===== src/rtl/mef_defs.svh =====
// Purpose: Constants for the meta event formatter
// Assumes: Byte-wide record output, one record byte per cycle
// Notes:   Record is four bytes: meta event marker, type, value 1, value 2
//
// What this block does
// - Emit rate-change record on first rate set or change, into the sensor's queue
// - Rate byte is the integer rate, clamped at 255
// - Flush-complete record into the sensor's wake or non-wake queue after each flush request
// - Power-change record with virtual sensor id in byte two, in its queue
// - System error record in status queue: error code, then interrupt status
// - Quality record type 6, status 0 unreliable up to 3 high accuracy
// - Sensor fault record type 11 in status queue: sensor id, error code
// - Overflow record type 12 in wake or non-wake queue, saturating count LSB first
// - Full 40-bit timestamp event follows every overflow record at once
// - On overflow discard one block of queued data, at most 512 bytes
// - Watermark record type 14 with remaining bytes LSB first, may lag
// - Range-change record type 13 into queue of every enabled fed sensor
// - Ready record type 16 with RAM version into wake and non-wake queues first
// - Overflow and spacer records are always generated, enables ignored
// - No algorithm-specific records are produced
// - Error records go to status queue channel 3, enabled and interrupting by default
// - Reset record: zero in byte two, cause in byte three
`ifndef MEF_DEFS_SVH
`define MEF_DEFS_SVH

`define MEF_T_FLUSH    8'h01
`define MEF_T_RATE     8'h02
`define MEF_T_POWER    8'h03
`define MEF_T_SYSERR   8'h04
`define MEF_T_QUALITY  8'h06
`define MEF_T_SNSERR   8'h0b
`define MEF_T_OVERFLOW 8'h0c
`define MEF_T_RANGE    8'h0d
`define MEF_T_WMARK    8'h0e
`define MEF_T_READY    8'h10
`define MEF_T_RESET    8'h13
`define MEF_T_SPACER   8'h14
`define MEF_T_TSFULL   8'hfc
`define MEF_META_ID    8'hfe
`define MEF_RATE_MAX   8'hff
`define MEF_DISCARD_MAX 16'h0200
`define MEF_Q_WAKE     2'h1
`define MEF_Q_NWAKE    2'h2
`define MEF_Q_STATUS   2'h3
`define MEF_EN_RESET   16'h4be9
`define MEF_LEN_META   4'h4
`define MEF_LEN_TS     4'h6

`endif


===== src/rtl/mef_pkg.sv =====
// Purpose: Types for the meta event formatter
// Assumes: Nothing
// Notes:   Event kinds select the record that is built
package mef_pkg;
  typedef enum logic [3:0] {
    MEF_EV_FLUSH, MEF_EV_RATE, MEF_EV_POWER, MEF_EV_SYSERR, MEF_EV_QUALITY,
    MEF_EV_SNSERR, MEF_EV_OVERFLOW, MEF_EV_RANGE, MEF_EV_WMARK, MEF_EV_READY,
    MEF_EV_RESET, MEF_EV_SPACER, MEF_EV_ALGO
  } mef_event_type;
endpackage


===== src/rtl/mef_byte_ser.sv =====
// Purpose: Shifts a record of bytes out one byte per cycle
// Assumes: Load only when idle
// Notes:   Length given at load, up to NBYTES
`timescale 1ns/1ps
module mef_byte_ser #(
  parameter int NBYTES = 8
) (
  // Clock
  input  wire logic              clk,
  input  wire logic              nrst,
  input  wire logic              ce,
  // Load side
  input  wire logic              load,
  input  wire logic [NBYTES*8-1:0] rec,
  input  wire logic [3:0]        len,
  output logic                   busy,
  // Byte side
  output logic                   byte_vld,
  output logic [7:0]             byte_data
);
  logic [NBYTES*8-1:0] sh_ff, nxt_sh;
  logic [3:0]          cnt_ff, nxt_cnt;

  always_comb begin
    nxt_sh  = sh_ff;
    nxt_cnt = cnt_ff;
    if (load && cnt_ff == 4'h0) begin
      nxt_sh  = rec;
      nxt_cnt = len;
    end else if (cnt_ff != 4'h0) begin
      nxt_sh  = sh_ff >> 8;
      nxt_cnt = cnt_ff - 4'h1;
    end
  end

  always_ff @(posedge clk) begin
    if (!nrst) begin
      sh_ff  <= '0;
      cnt_ff <= 4'h0;
    end else if (ce) begin
      sh_ff  <= nxt_sh;
      cnt_ff <= nxt_cnt;
    end
  end

  assign busy      = (cnt_ff != 4'h0);
  assign byte_vld  = busy;
  assign byte_data = sh_ff[7:0];
endmodule


===== src/rtl/mef_formatter.sv =====
// Purpose: Builds meta event records and steers them to output queues
// Assumes: Event request held until ev_ack; one queue write port
// Notes:   Record bytes leave on q_* one per cycle, tagged with queue
`timescale 1ns/1ps
`include "mef_defs.svh"
module mef_formatter (
  // Clock and reset
  input  wire logic                   clk,
  input  wire logic                   nrst,
  input  wire logic                   ce,
  // Event request
  input  wire logic                   ev_req,
  input  wire mef_pkg::mef_event_type ev_kind,
  input  wire logic                   ev_wake,
  input  wire logic [7:0]             ev_arg1,
  input  wire logic [15:0]            ev_arg2,
  input  wire logic [15:0]            ev_enable,
  output logic                        ev_ack,
  // Timestamp and queue state
  input  wire logic [39:0]            now_ts,
  output logic                        discard_req,
  output logic [15:0]                 discard_len,
  // Queue write
  output logic                        q_vld,
  output logic [1:0]                  q_sel,
  output logic [7:0]                  q_data
);
  import mef_pkg::*;

  typedef enum logic [2:0] {MEF_IDLE, MEF_SEND, MEF_TS, MEF_SEND2, MEF_DONE} mef_state_type;

  mef_state_type st_ff, nxt_st;
  logic [63:0]   rec_ff, nxt_rec;
  logic [3:0]    len_ff, nxt_len;
  logic [1:0]    sel_ff, nxt_sel;
  logic          load_ff, nxt_load;
  logic          ack_ff, nxt_ack;
  logic          dreq_ff, nxt_dreq;
  logic [15:0]   dlen_ff, nxt_dlen;
  logic          vld_ff;
  logic [1:0]    qsel_ff;
  logic [7:0]    qdat_ff;
  logic          ser_busy, ser_vld;
  logic [7:0]    ser_byte;

  // Integer rate clamp
  function automatic logic [7:0] mef_clamp(input logic [15:0] r);
    return (r > 16'({8'h00, `MEF_RATE_MAX})) ? `MEF_RATE_MAX : r[7:0];
  endfunction

  // Record of four bytes: marker, type, byte2, byte3
  function automatic logic [63:0] mef_rec(input logic [7:0] t, input logic [7:0] b2, input logic [7:0] b3);
    return {32'h0, b3, b2, t, `MEF_META_ID};
  endfunction

  // Queue choice for sensor-related records
  function automatic logic [1:0] mef_q(input logic wk);
    return wk ? `MEF_Q_WAKE : `MEF_Q_NWAKE;
  endfunction

  mef_byte_ser #(.NBYTES(8)) u_ser (
    .clk       (clk),
    .nrst      (nrst),
    .ce        (ce),
    .load      (load_ff),
    .rec       (rec_ff),
    .len       (len_ff),
    .busy      (ser_busy),
    .byte_vld  (ser_vld),
    .byte_data (ser_byte)
  );

  always_comb begin
    nxt_st   = st_ff;
    nxt_rec  = rec_ff;
    nxt_len  = len_ff;
    nxt_sel  = sel_ff;
    nxt_load = 1'b0;
    nxt_ack  = 1'b0;
    nxt_dreq = 1'b0;
    nxt_dlen = dlen_ff;
    unique case (st_ff)
      MEF_IDLE: begin
        if (ev_req && !ack_ff) begin
          nxt_len  = `MEF_LEN_META;
          nxt_st   = MEF_SEND;
          nxt_load = 1'b1;
          nxt_sel  = mef_q(ev_wake);
          unique case (ev_kind)
            MEF_EV_FLUSH:   nxt_rec = mef_rec(`MEF_T_FLUSH, ev_arg1, 8'h00);
            MEF_EV_RATE:    nxt_rec = mef_rec(`MEF_T_RATE, ev_arg1, mef_clamp(ev_arg2));
            MEF_EV_POWER:   nxt_rec = mef_rec(`MEF_T_POWER, ev_arg1, ev_arg2[7:0]);
            MEF_EV_SYSERR: begin
              nxt_rec = mef_rec(`MEF_T_SYSERR, ev_arg1, ev_arg2[7:0]);
              nxt_sel = `MEF_Q_STATUS;
            end
            MEF_EV_QUALITY: nxt_rec = mef_rec(`MEF_T_QUALITY, ev_arg1, {6'h00, ev_arg2[1:0]});
            MEF_EV_SNSERR: begin
              nxt_rec = mef_rec(`MEF_T_SNSERR, ev_arg1, ev_arg2[7:0]);
              nxt_sel = `MEF_Q_STATUS;
            end
            MEF_EV_OVERFLOW: begin
              nxt_rec  = mef_rec(`MEF_T_OVERFLOW, ev_arg2[7:0], ev_arg2[15:8]);
              nxt_st   = MEF_TS;
              nxt_dreq = 1'b1;
              nxt_dlen = `MEF_DISCARD_MAX;
            end
            MEF_EV_RANGE:   nxt_rec = mef_rec(`MEF_T_RANGE, ev_arg1, 8'h00);
            MEF_EV_WMARK:   nxt_rec = mef_rec(`MEF_T_WMARK, ev_arg2[7:0], ev_arg2[15:8]);
            MEF_EV_READY: begin
              nxt_rec = mef_rec(`MEF_T_READY, ev_arg2[7:0], ev_arg2[15:8]);
              nxt_sel = `MEF_Q_WAKE;
              nxt_st  = MEF_SEND2;
            end
            MEF_EV_RESET:   nxt_rec = mef_rec(`MEF_T_RESET, 8'h00, ev_arg2[7:0]);
            MEF_EV_SPACER:  nxt_rec = mef_rec(`MEF_T_SPACER, ev_arg2[7:0], ev_arg2[15:8]);
            default: begin
              nxt_load = 1'b0;
              nxt_st   = MEF_DONE;
            end
          endcase
          // Enables gate all but overflow and spacer
          if (!ev_enable[ev_kind] && ev_kind != MEF_EV_OVERFLOW && ev_kind != MEF_EV_SPACER) begin
            nxt_load = 1'b0;
            nxt_st   = MEF_DONE;
          end
        end
      end
      MEF_SEND: begin
        if (!load_ff && !ser_busy) begin
          nxt_st = MEF_DONE;
        end
      end
      MEF_TS: begin
        if (!load_ff && !ser_busy) begin
          nxt_rec  = {16'h0, now_ts, `MEF_T_TSFULL};
          nxt_len  = `MEF_LEN_TS;
          nxt_load = 1'b1;
          nxt_st   = MEF_SEND;
        end
      end
      MEF_SEND2: begin
        if (!load_ff && !ser_busy) begin
          nxt_sel  = `MEF_Q_NWAKE;
          nxt_load = 1'b1;
          nxt_st   = MEF_SEND;
        end
      end
      MEF_DONE: begin
        nxt_ack = 1'b1;
        nxt_st  = MEF_IDLE;
      end
    endcase
  end

  always_ff @(posedge clk) begin
    if (!nrst) begin
      st_ff   <= MEF_IDLE;
      rec_ff  <= '0;
      len_ff  <= 4'h0;
      sel_ff  <= 2'h0;
      load_ff <= 1'b0;
      ack_ff  <= 1'b0;
      dreq_ff <= 1'b0;
      dlen_ff <= 16'h0;
      vld_ff  <= 1'b0;
      qsel_ff <= 2'h0;
      qdat_ff <= 8'h00;
    end else if (ce) begin
      st_ff   <= nxt_st;
      rec_ff  <= nxt_rec;
      len_ff  <= nxt_len;
      sel_ff  <= nxt_sel;
      load_ff <= nxt_load;
      ack_ff  <= nxt_ack;
      dreq_ff <= nxt_dreq;
      dlen_ff <= nxt_dlen;
      vld_ff  <= ser_vld;
      qsel_ff <= sel_ff;
      qdat_ff <= ser_byte;
    end
  end

  assign ev_ack      = ack_ff;
  assign discard_req = dreq_ff;
  assign discard_len = dlen_ff;
  assign q_vld       = vld_ff;
  assign q_sel       = qsel_ff;
  assign q_data      = qdat_ff;
endmodule


===== config.mk =====
export PLATFORM = sky130hd
export DESIGN_NAME = mef_formatter
export DESIGN_NICKNAME = d
export VERILOG_FILES = /design/src/rtl/mef_pkg.sv /design/src/rtl/mef_byte_ser.sv /design/src/rtl/mef_formatter.sv
export VERILOG_INCLUDE_DIRS = /design/src /design/src/rtl
export SDC_FILE = /design/constraint.sdc
export NUM_CORES = 1
export LEC_CHECK = 0
export BUFFER_PORTS_ARGS = -buffer_cell sky130_fd_sc_hd__clkbuf_2
export CORE_UTILIZATION = 50
export CTS_CLUSTER_DIAMETER = 40
export DETAILED_ROUTE_END_ITERATION = 12
export GPL_TIMING_DRIVEN = 0
export PLACE_DENSITY = 0.84
export SYNTH_ARGS = -nofsm -noshare
export SYNTH_HDL_FRONTEND = slang
export SYNTH_SLANG_ARGS = --single-unit

===== constraint.sdc =====
create_clock -name clk -period 1.9 [get_ports clk]
set_clock_uncertainty 0.05 [all_clocks]
set_input_delay 0 -clock clk [delete_from_list [all_inputs] [get_ports clk]]
set_output_delay 0 -clock clk [all_outputs]
set_load 0.05 [all_outputs]

==> results of run 1 <==
where the power goes:
part	total (mW)	internal (mW)	switching [mW]
clock	3.58	2.36	1.22
sequential	3.35	2.95	0.396
combinational	3.97	1.66	2.31
total	10.9	6.97	3.93
stage by stage:
step / TNS, ns / cell area, um2 / std cells / utilization
2_1_floorplan: -0.0662 / 5830 / 734 / -
3_3_place_gp: -16.57 / 6510 / 975 / 0.590
3_5_place_dp: -18.53 / 6510 / 975 / 0.590
4_1_cts: -2.83 / 8260 / 1084 / 0.749
5_1_grt: -16.15 / 8800 / 1092 / 0.798
6_report: -13.07 / 8800 / 1092 / 0.798
worst register-to-register path, stage by stage, from the launching register on:
cell and delay, ns:
dfxtp_2 0.34, inv_2 0.08, ha_4 0.15, or4b_4 0.48, buf_8 0.15, buf_4 0.14
o21a_1 0.16, a211oi_1 0.46, a21oi_2 0.21
cells by family (layout without fill, tap and decap cells):
family / Yosys count / count (layout)
and+or+nand+nor: 273 / 273
DFF: 116 / 116
buffers and inverters: 87 / 305
other: 1 / 15
muxes: 21 / 21
adders and majority gates: 7 / 7
AOI/OAI and AO/OA: 214 / 214
xor gates and xnor gates: 1 / 1
per-layer routing:
metal / track usage / part of all wire / vias up
li1: - / - / 2980
met1: 0.418 / 0.34 / 3350
met2: 0.590 / 0.45 / 699
met3: 0.104 / 0.12 / 237
met4: 0.222 / 0.087 / 0
met5: 0 / 0 / -
path summary, 6_finish.rpt:
check / startpoint / endpoint / slack [ns] / cells past startpoint
worst max-delay path: u_ser.cnt_ff[1]$_SDFFE_PN0P_ / rec_ff[24]$_SDFFE_PN0P_ / -0.51 / 8
worst min-delay path: ev_arg2[14] / rec_ff[30]$_SDFFE_PN0P_ / 0.04 / 4
worst max register to register: u_ser.cnt_ff[1]$_SDFFE_PN0P_ / rec_ff[24]$_SDFFE_PN0P_ / -0.51 / 8
worst min register to register: discard_len[9]$_SDFFE_PN0P_ / discard_len[9]$_SDFFE_PN0P_ / 0.41 / 2
cell usage after synthesis (8+ instances only):
cell / count / area, um2
a211oi_1: 14 / 105
a21oi_1: 65 / 325
a22oi_1: 13 / 97.6
a311oi_1: 35 / 307
buf_2: 16 / 80.1
buf_4: 17 / 128
clkbuf_1: 34 / 128
dfxtp_1: 116 / 2320
inv_1: 8 / 30.0
mux2i_1: 16 / 160
nand2_1: 121 / 454
nand3_1: 26 / 130
nor2_1: 85 / 319
nor2b_1: 10 / 62.6
o211ai_1: 10 / 75.1
o21ai_0: 17 / 85.1
o21ai_1: 14 / 70.1
o31ai_1: 11 / 82.6
sequential cells by signal, summed over array words and instances, names as in the netlist:
signal        count
q_sel             2
u_ser.cnt_ff      4
rec_ff           42
u_ser.sh_ff      48
sel_ff            2
q_vld             1
discard_req       1
ev_ack            1
len_ff            2
st_ff             3
discard_len       1
load_ff           1
q_data            8
final cells by class:
type | count | share of cell area
clock buffers | 23 | 0.0566
flip-flops and latches | 116 | 0.264
inverters | 9 | 0.00384
repair buffers | 188 | 0.160
well taps | 140 | 0.0199
plain buffers | 76 | 0.0623
multi-input cells | 531 | 0.417
clock inverters | 9 | 0.0168
repair_timing:
| action | CTS | global route |
|---|---|---|
| hold buffers | 56 | 0 |
| setup endpoints to repair | 95 | 98 |
| pin swaps | 27 | 44 |
| gates cloned | 6 | 2 |
| setup buffers | 16 | 10 |
| hold endpoints to repair | 43 | 0 |
| gates resized for setup | 99 | 135 |
cells in the final DEF, fill, tap and decap left out, types with 7 or more instances in the layout:
master,synthesis,layout
nor2_2,0,7
a311oi_2,0,8
mux2i_1,16,16
a311oi_1,35,27
o211ai_1,10,10
nand2_1,121,106
clkbuf_2,0,108
nand3_2,0,12
o21ai_1,14,14
dfxtp_1,116,114
a21oi_2,0,26
conb_1,1,15
nor2_1,85,77
nand2_2,0,7
buf_6,4,19
nand2b_1,7,7
buf_4,17,35
clkbuf_1,34,16
a21oi_1,65,37
o21a_1,7,7
dlygate4sd3_1,0,56
nand3_1,26,8
buf_8,0,7
buf_2,16,11
nand2_4,0,8
o31ai_1,11,7
clkbuf_16,0,18
a22oi_1,13,10
o21ai_0,17,13
nor2b_1,10,9
==> reports/results.tsv, run 1 <==
metric	value	unit
Hold WS	0.0402	ns
Setup violations, final	95	
Buf+Inv Stages, Crit Path	3	
failing checks	setup timing	
Max Cap Viol	0	
largest family of logic cells by synthesized area	compound AO/OA/AOI/OAI gates	
initial antenna violation count	0	
Row Count	38	
total power	10.9	mW
VDD IR max	1.14	mV
critical path capture point type	flip-flop	
top_reg_cell synth	dfxtp_1	
Post-Synth Adder-Cell Area	0.0152	
Post-Synth XOR/XNOR Area	0.00152	
Total Wirelength	25200	um
CP Data Arrival Time	2.62	ns
Yosys reg bits	116	
Reg area	2320	um2
total power divided by cell area	1240	nW/um2
Max Fclk	0.415	GHz
outcome	finished with violations	
CP max stage delay	0.48	ns
Initial Utilization	0.522	
Leakage	3.45	nW
yosys warns	0	
global route overflow	0	
Die Ht	109	um
Num CTS Buffers	17	
Final Hold Viols	0	
HPWL Detailed	12200	um
CTS tree	built	
Synth Cell Area	5760	um2
Inserted Diodes	0	
fin crit period	2.41	ns
Antenna Violating Nets Remaining	0	
gr usage total	0.361	
nets	1035	
Synth async-reset ratio	0	
die area	12000	um2
CTS max path bufs	2	
Slew headroom	0.411	
area grow syn2layout	52.8	%
RSZ-0062 raised after global routing	true	
Tcrit/Tclk final	1.27	
CP max FO	5	
CTS sink cnt	116	
1st-iter DRT viols	1060	
post-synthesis mux area share	0.0415	
CORE AREA	11000	um2
DRC Markers	0	
Worst Hold Class	input port to flip-flop	
Fillers	603	
area of the multi-input gates	3670	um2
Mapped Cells	720	
post-place setup slack	-0.481	ns
share of layout cells above drive strength 1	0.361	
setup ws final	-0.510	ns
cell-by-cell trace of the critical path	inv_2 > ha_4 > or4b_4 > buf_8 > buf_4 > o21a_1 > a211oi_1 > a21oi_2	
root buffer selected by CTS	clkbuf_16	
die width	109	um
Slew Limit Fails	0	
Seq/Total Area, Yosys	0.403	
Synth cell types	62	
DR WL/cell	23.1	um
number of flops mapped to enable cells by yosys	0	
Synth Area in Simple Gates	0.207	
Crit path required time	2.11	ns
io pins	118	
DR pass1 iterations	8	
via count	7266	
largest net degree at the start of global routing	17	
delay-heaviest family, CP	compound AO/OA/AOI/OAI gates	
Synth Area in Compound Gates	0.254	
vias in the first global route	6408	
Setup CP Type	flip-flop to flip-flop	
syn_area_per_cell	8.00	um2
GPL Wtd Cong	0.949	
IO buf count	101	
Skew-Pair Late Insertion Delay	0.43	ns
first-pass GRT wire length	32300	um
Worst-Margin Slew	0.884	ns
Reg clk slew, reported paths	0.06	ns
type of origin of the critical path	flip-flop	
slowest cell on the critical path	or4b_4	
Vias per Instance	6.65	
CTS H-tree lvls	4	
No activity file was read; power rests on OpenSTA's default activity.
==> run 2: changes to the inputs <==
- BUFFER_PORTS_ARGS: -buffer_cell sky130_fd_sc_hd__clkbuf_2 -> default
- CORE_UTILIZATION: 50 -> 57
- DONT_BUFFER_PORTS: default -> 1
- PLACE_DENSITY: 0.84 -> 0.82
- RECOVER_POWER: default -> 25
==> run 2 against run 1 <==
Net effect:
- the run still ends with setup timing left
- flip-flop and latch count unchanged
- wire length decreased by 3.7%
- critical path depth increased by 1
- hold slack improved by 0.020 ns
- critical path type unchanged
- core utilization increased by 7.3 points
- largest power group unchanged
- critical endpoint is now u_ser.sh_ff[29]$_SDFFE_PN0P_
- combinational power about the same
- register-to-register slack improved by 0.14 ns
- maximum frequency increased by 6.0%
- sequential power increased by 6%
==> reports/results.tsv, run 2 (synthesis gave the netlist of run 1 again) <==
metric	value	unit
outcome	finished with violations	
failing checks	setup timing	
Slew Limit Fails	0	
RSZ-0062 raised after global routing	true	
gr usage total	0.397	
share of layout cells above drive strength 1	0.295	
Leakage	3.13	nW
setup TNS	-12.10	ns
critical path capture point type	flip-flop	
io pins	118	
Inserted Diodes	0	
leading cell types in the layout, fill and taps excluded	112 x dfxtp_1, 101 x nand2_1, 75 x dlygate4sd3_1, 74 x nor2_1, 37 x buf_4	
Max Cap Viol	0	
CP max FO	10	
Slew headroom	0.378	
Tcrit/Tclk final	1.20	
die width	103	um
reg2reg path depth	9	
R2R Setup Slk	-0.37	ns
die area	10500	um2
Core Util, Final	0.871	
area grow syn2layout	47.8	%
Num CTS Buffers	17	
setup ws final	-0.374	ns
max reg flops	48	
Vias per Instance	6.85	
total power divided by cell area	1240	nW/um2
nets	956	
Largest Register	u_ser.sh_ff	
initial antenna violation count	0	
CP endpoint	u_ser.sh_ff[29]$_SDFFE_PN0P_	
most common cell type on the critical path	buf_4	
Crit path required time	2.25	ns
vias in the first global route	6180	
first-pass GRT wire length	31300	um
hold path cells	4	
reg2reg end	u_ser.sh_ff[29]$_SDFFE_PN0P_	
CP max stage delay	0.47	ns
Initial Utilization	0.589	
Placement Cell Area	6000	um2
DRC Markers	0	
CTS max path bufs	2	
DR WL/cell	24.2	um
Antenna Violating Nets Remaining	0	
CORE AREA	9770	um2
Final Hold Viols	0	
Max Fclk	0.440	GHz
most common cell after layout, fill and taps aside	dfxtp_1	
launch point of the worst path	u_ser.cnt_ff[1]$_SDFFE_PN0P_	
DR pass1 iterations	6	
Setup violations, final	95	
HPWL Detailed	12400	um
CTS sink cnt	116	
root buffer selected by CTS	clkbuf_8	
fin crit period	2.27	ns
largest net degree at the start of global routing	17	
via count	6881	
CTS H-tree lvls	4	
cell-by-cell trace of the critical path	inv_2 > ha_4 > buf_4 > buf_6 > nor4bb_2 > buf_4 > clkbuf_4 > nand2_1 > a311oi_1	
slowest cell on the critical path	a311oi_1	
Row Count	36	
IO buf count	0	
type of origin of the critical path	flip-flop	
VDD IR max	1.07	mV
CP Data Arrival Time	2.62	ns
GPL Wtd Cong	0.979	
Worst Hold Class	input port to flip-flop	
Die Ht	103	um
Skew-Pair Late Insertion Delay	0.55	ns
fin cells	1004	
r2r startpoint	u_ser.cnt_ff[1]$_SDFFE_PN0P_	
1st-iter DRT viols	1029	
Worst-Margin Slew	0.932	ns
final instance area	8520	um2
placed cells	867	
CTS tree	built	
Total Wirelength	24300	um
global route overflow	0	
Reg clk slew, reported paths	0.07	ns
Setup CP Type	flip-flop to flip-flop	
==> run 2: changes by cell type in the layout (fill, tap and decap cells not counted), sizes merged <==
cell         previous run  this run
clkbuf                152        52
bufinv                  4         1
dlygate4sd3            56        75
clkinvlp                1         0
buf                    79        83
==> run 2: area by class of cell <==
| type | count | area (um2) |
|---|---|---|
| Fill cell | 447 | 1260 |
| Sequential cell | 116 | 2330 |
| Clock buffer | 25 | 484 |
| Clock inverter | 5 | 50.0 |
| Buffer | 75 | 558 |
| Timing Repair Buffer | 110 | 1170 |
| Tap cell | 133 | 166 |
| Multi-Input combinational cell | 531 | 3730 |
| Inverter | 9 | 33.8 |
==> run 2: layer usage <==
metal	wire [um]	track usage	part of all wire
met2	11100	0.653	0.46
met5	0	0	0
met4	2050	0.237	0.084
met3	2760	0.0861	0.11
met1	8370	0.478	0.35
==> run 2: report_power, final <==
group          internal, mW  switching, mW  leakage, nW
combinational          1.75           2.24         1.92
sequential             2.96          0.584        0.947
clock                  1.85           1.18        0.268
total                  6.56           4.00         3.13
==> run 2: worst min path at each step <==
stage | startpoint | to | slack (ns)
CTS | ev_kind[3] | load_ff$_SDFFE_PN0P_ | 0.02
floorplan | ev_arg1[1] | rec_ff[17]$_SDFFE_PN0P_ | 0.06
global placement | ev_arg1[2] | rec_ff[18]$_SDFFE_PN0P_ | 0.07
global route | ev_kind[3] | st_ff[0]$_SDFFE_PN0P_ | 0.08
finish | ev_kind[3] | load_ff$_SDFFE_PN0P_ | 0.06
detailed placement | ev_arg1[6] | rec_ff[22]$_SDFFE_PN0P_ | 0.07
==> run 2: timing repair <==
action / CTS / global route
pin swaps: 32 / 39
setup endpoints to repair: 95 / 104
hold buffers: 75 / 0
gates resized for setup: 134 / 130
gates cloned: 5 / 1
setup buffers: 20 / 12
hold endpoints to repair: 61 / 0
==> run 2: stage by stage <==
step	total power, mW	hold WS, ns	worst slack, ns
5_1_grt	10.8	0.0838	-0.394
6_report	10.6	0.0598	-0.374
3_5_place_dp	5.79	0.0721	-0.435
2_1_floorplan	5.18	0.0585	-0.0633
3_3_place_gp	5.68	0.0673	-0.381
4_1_cts	9.42	0.0203	-0.162
==> run 2: worst max-delay path: cells and delay by family (launching register included) <==
family | cells | cell delay, ns
and+or+nand+nor | 2 | 0.39
buffers and inverters | 5 | 0.75
DFF | 1 | 0.34
adders and majority gates | 1 | 0.12
AOI/OAI and AO/OA | 1 | 0.47
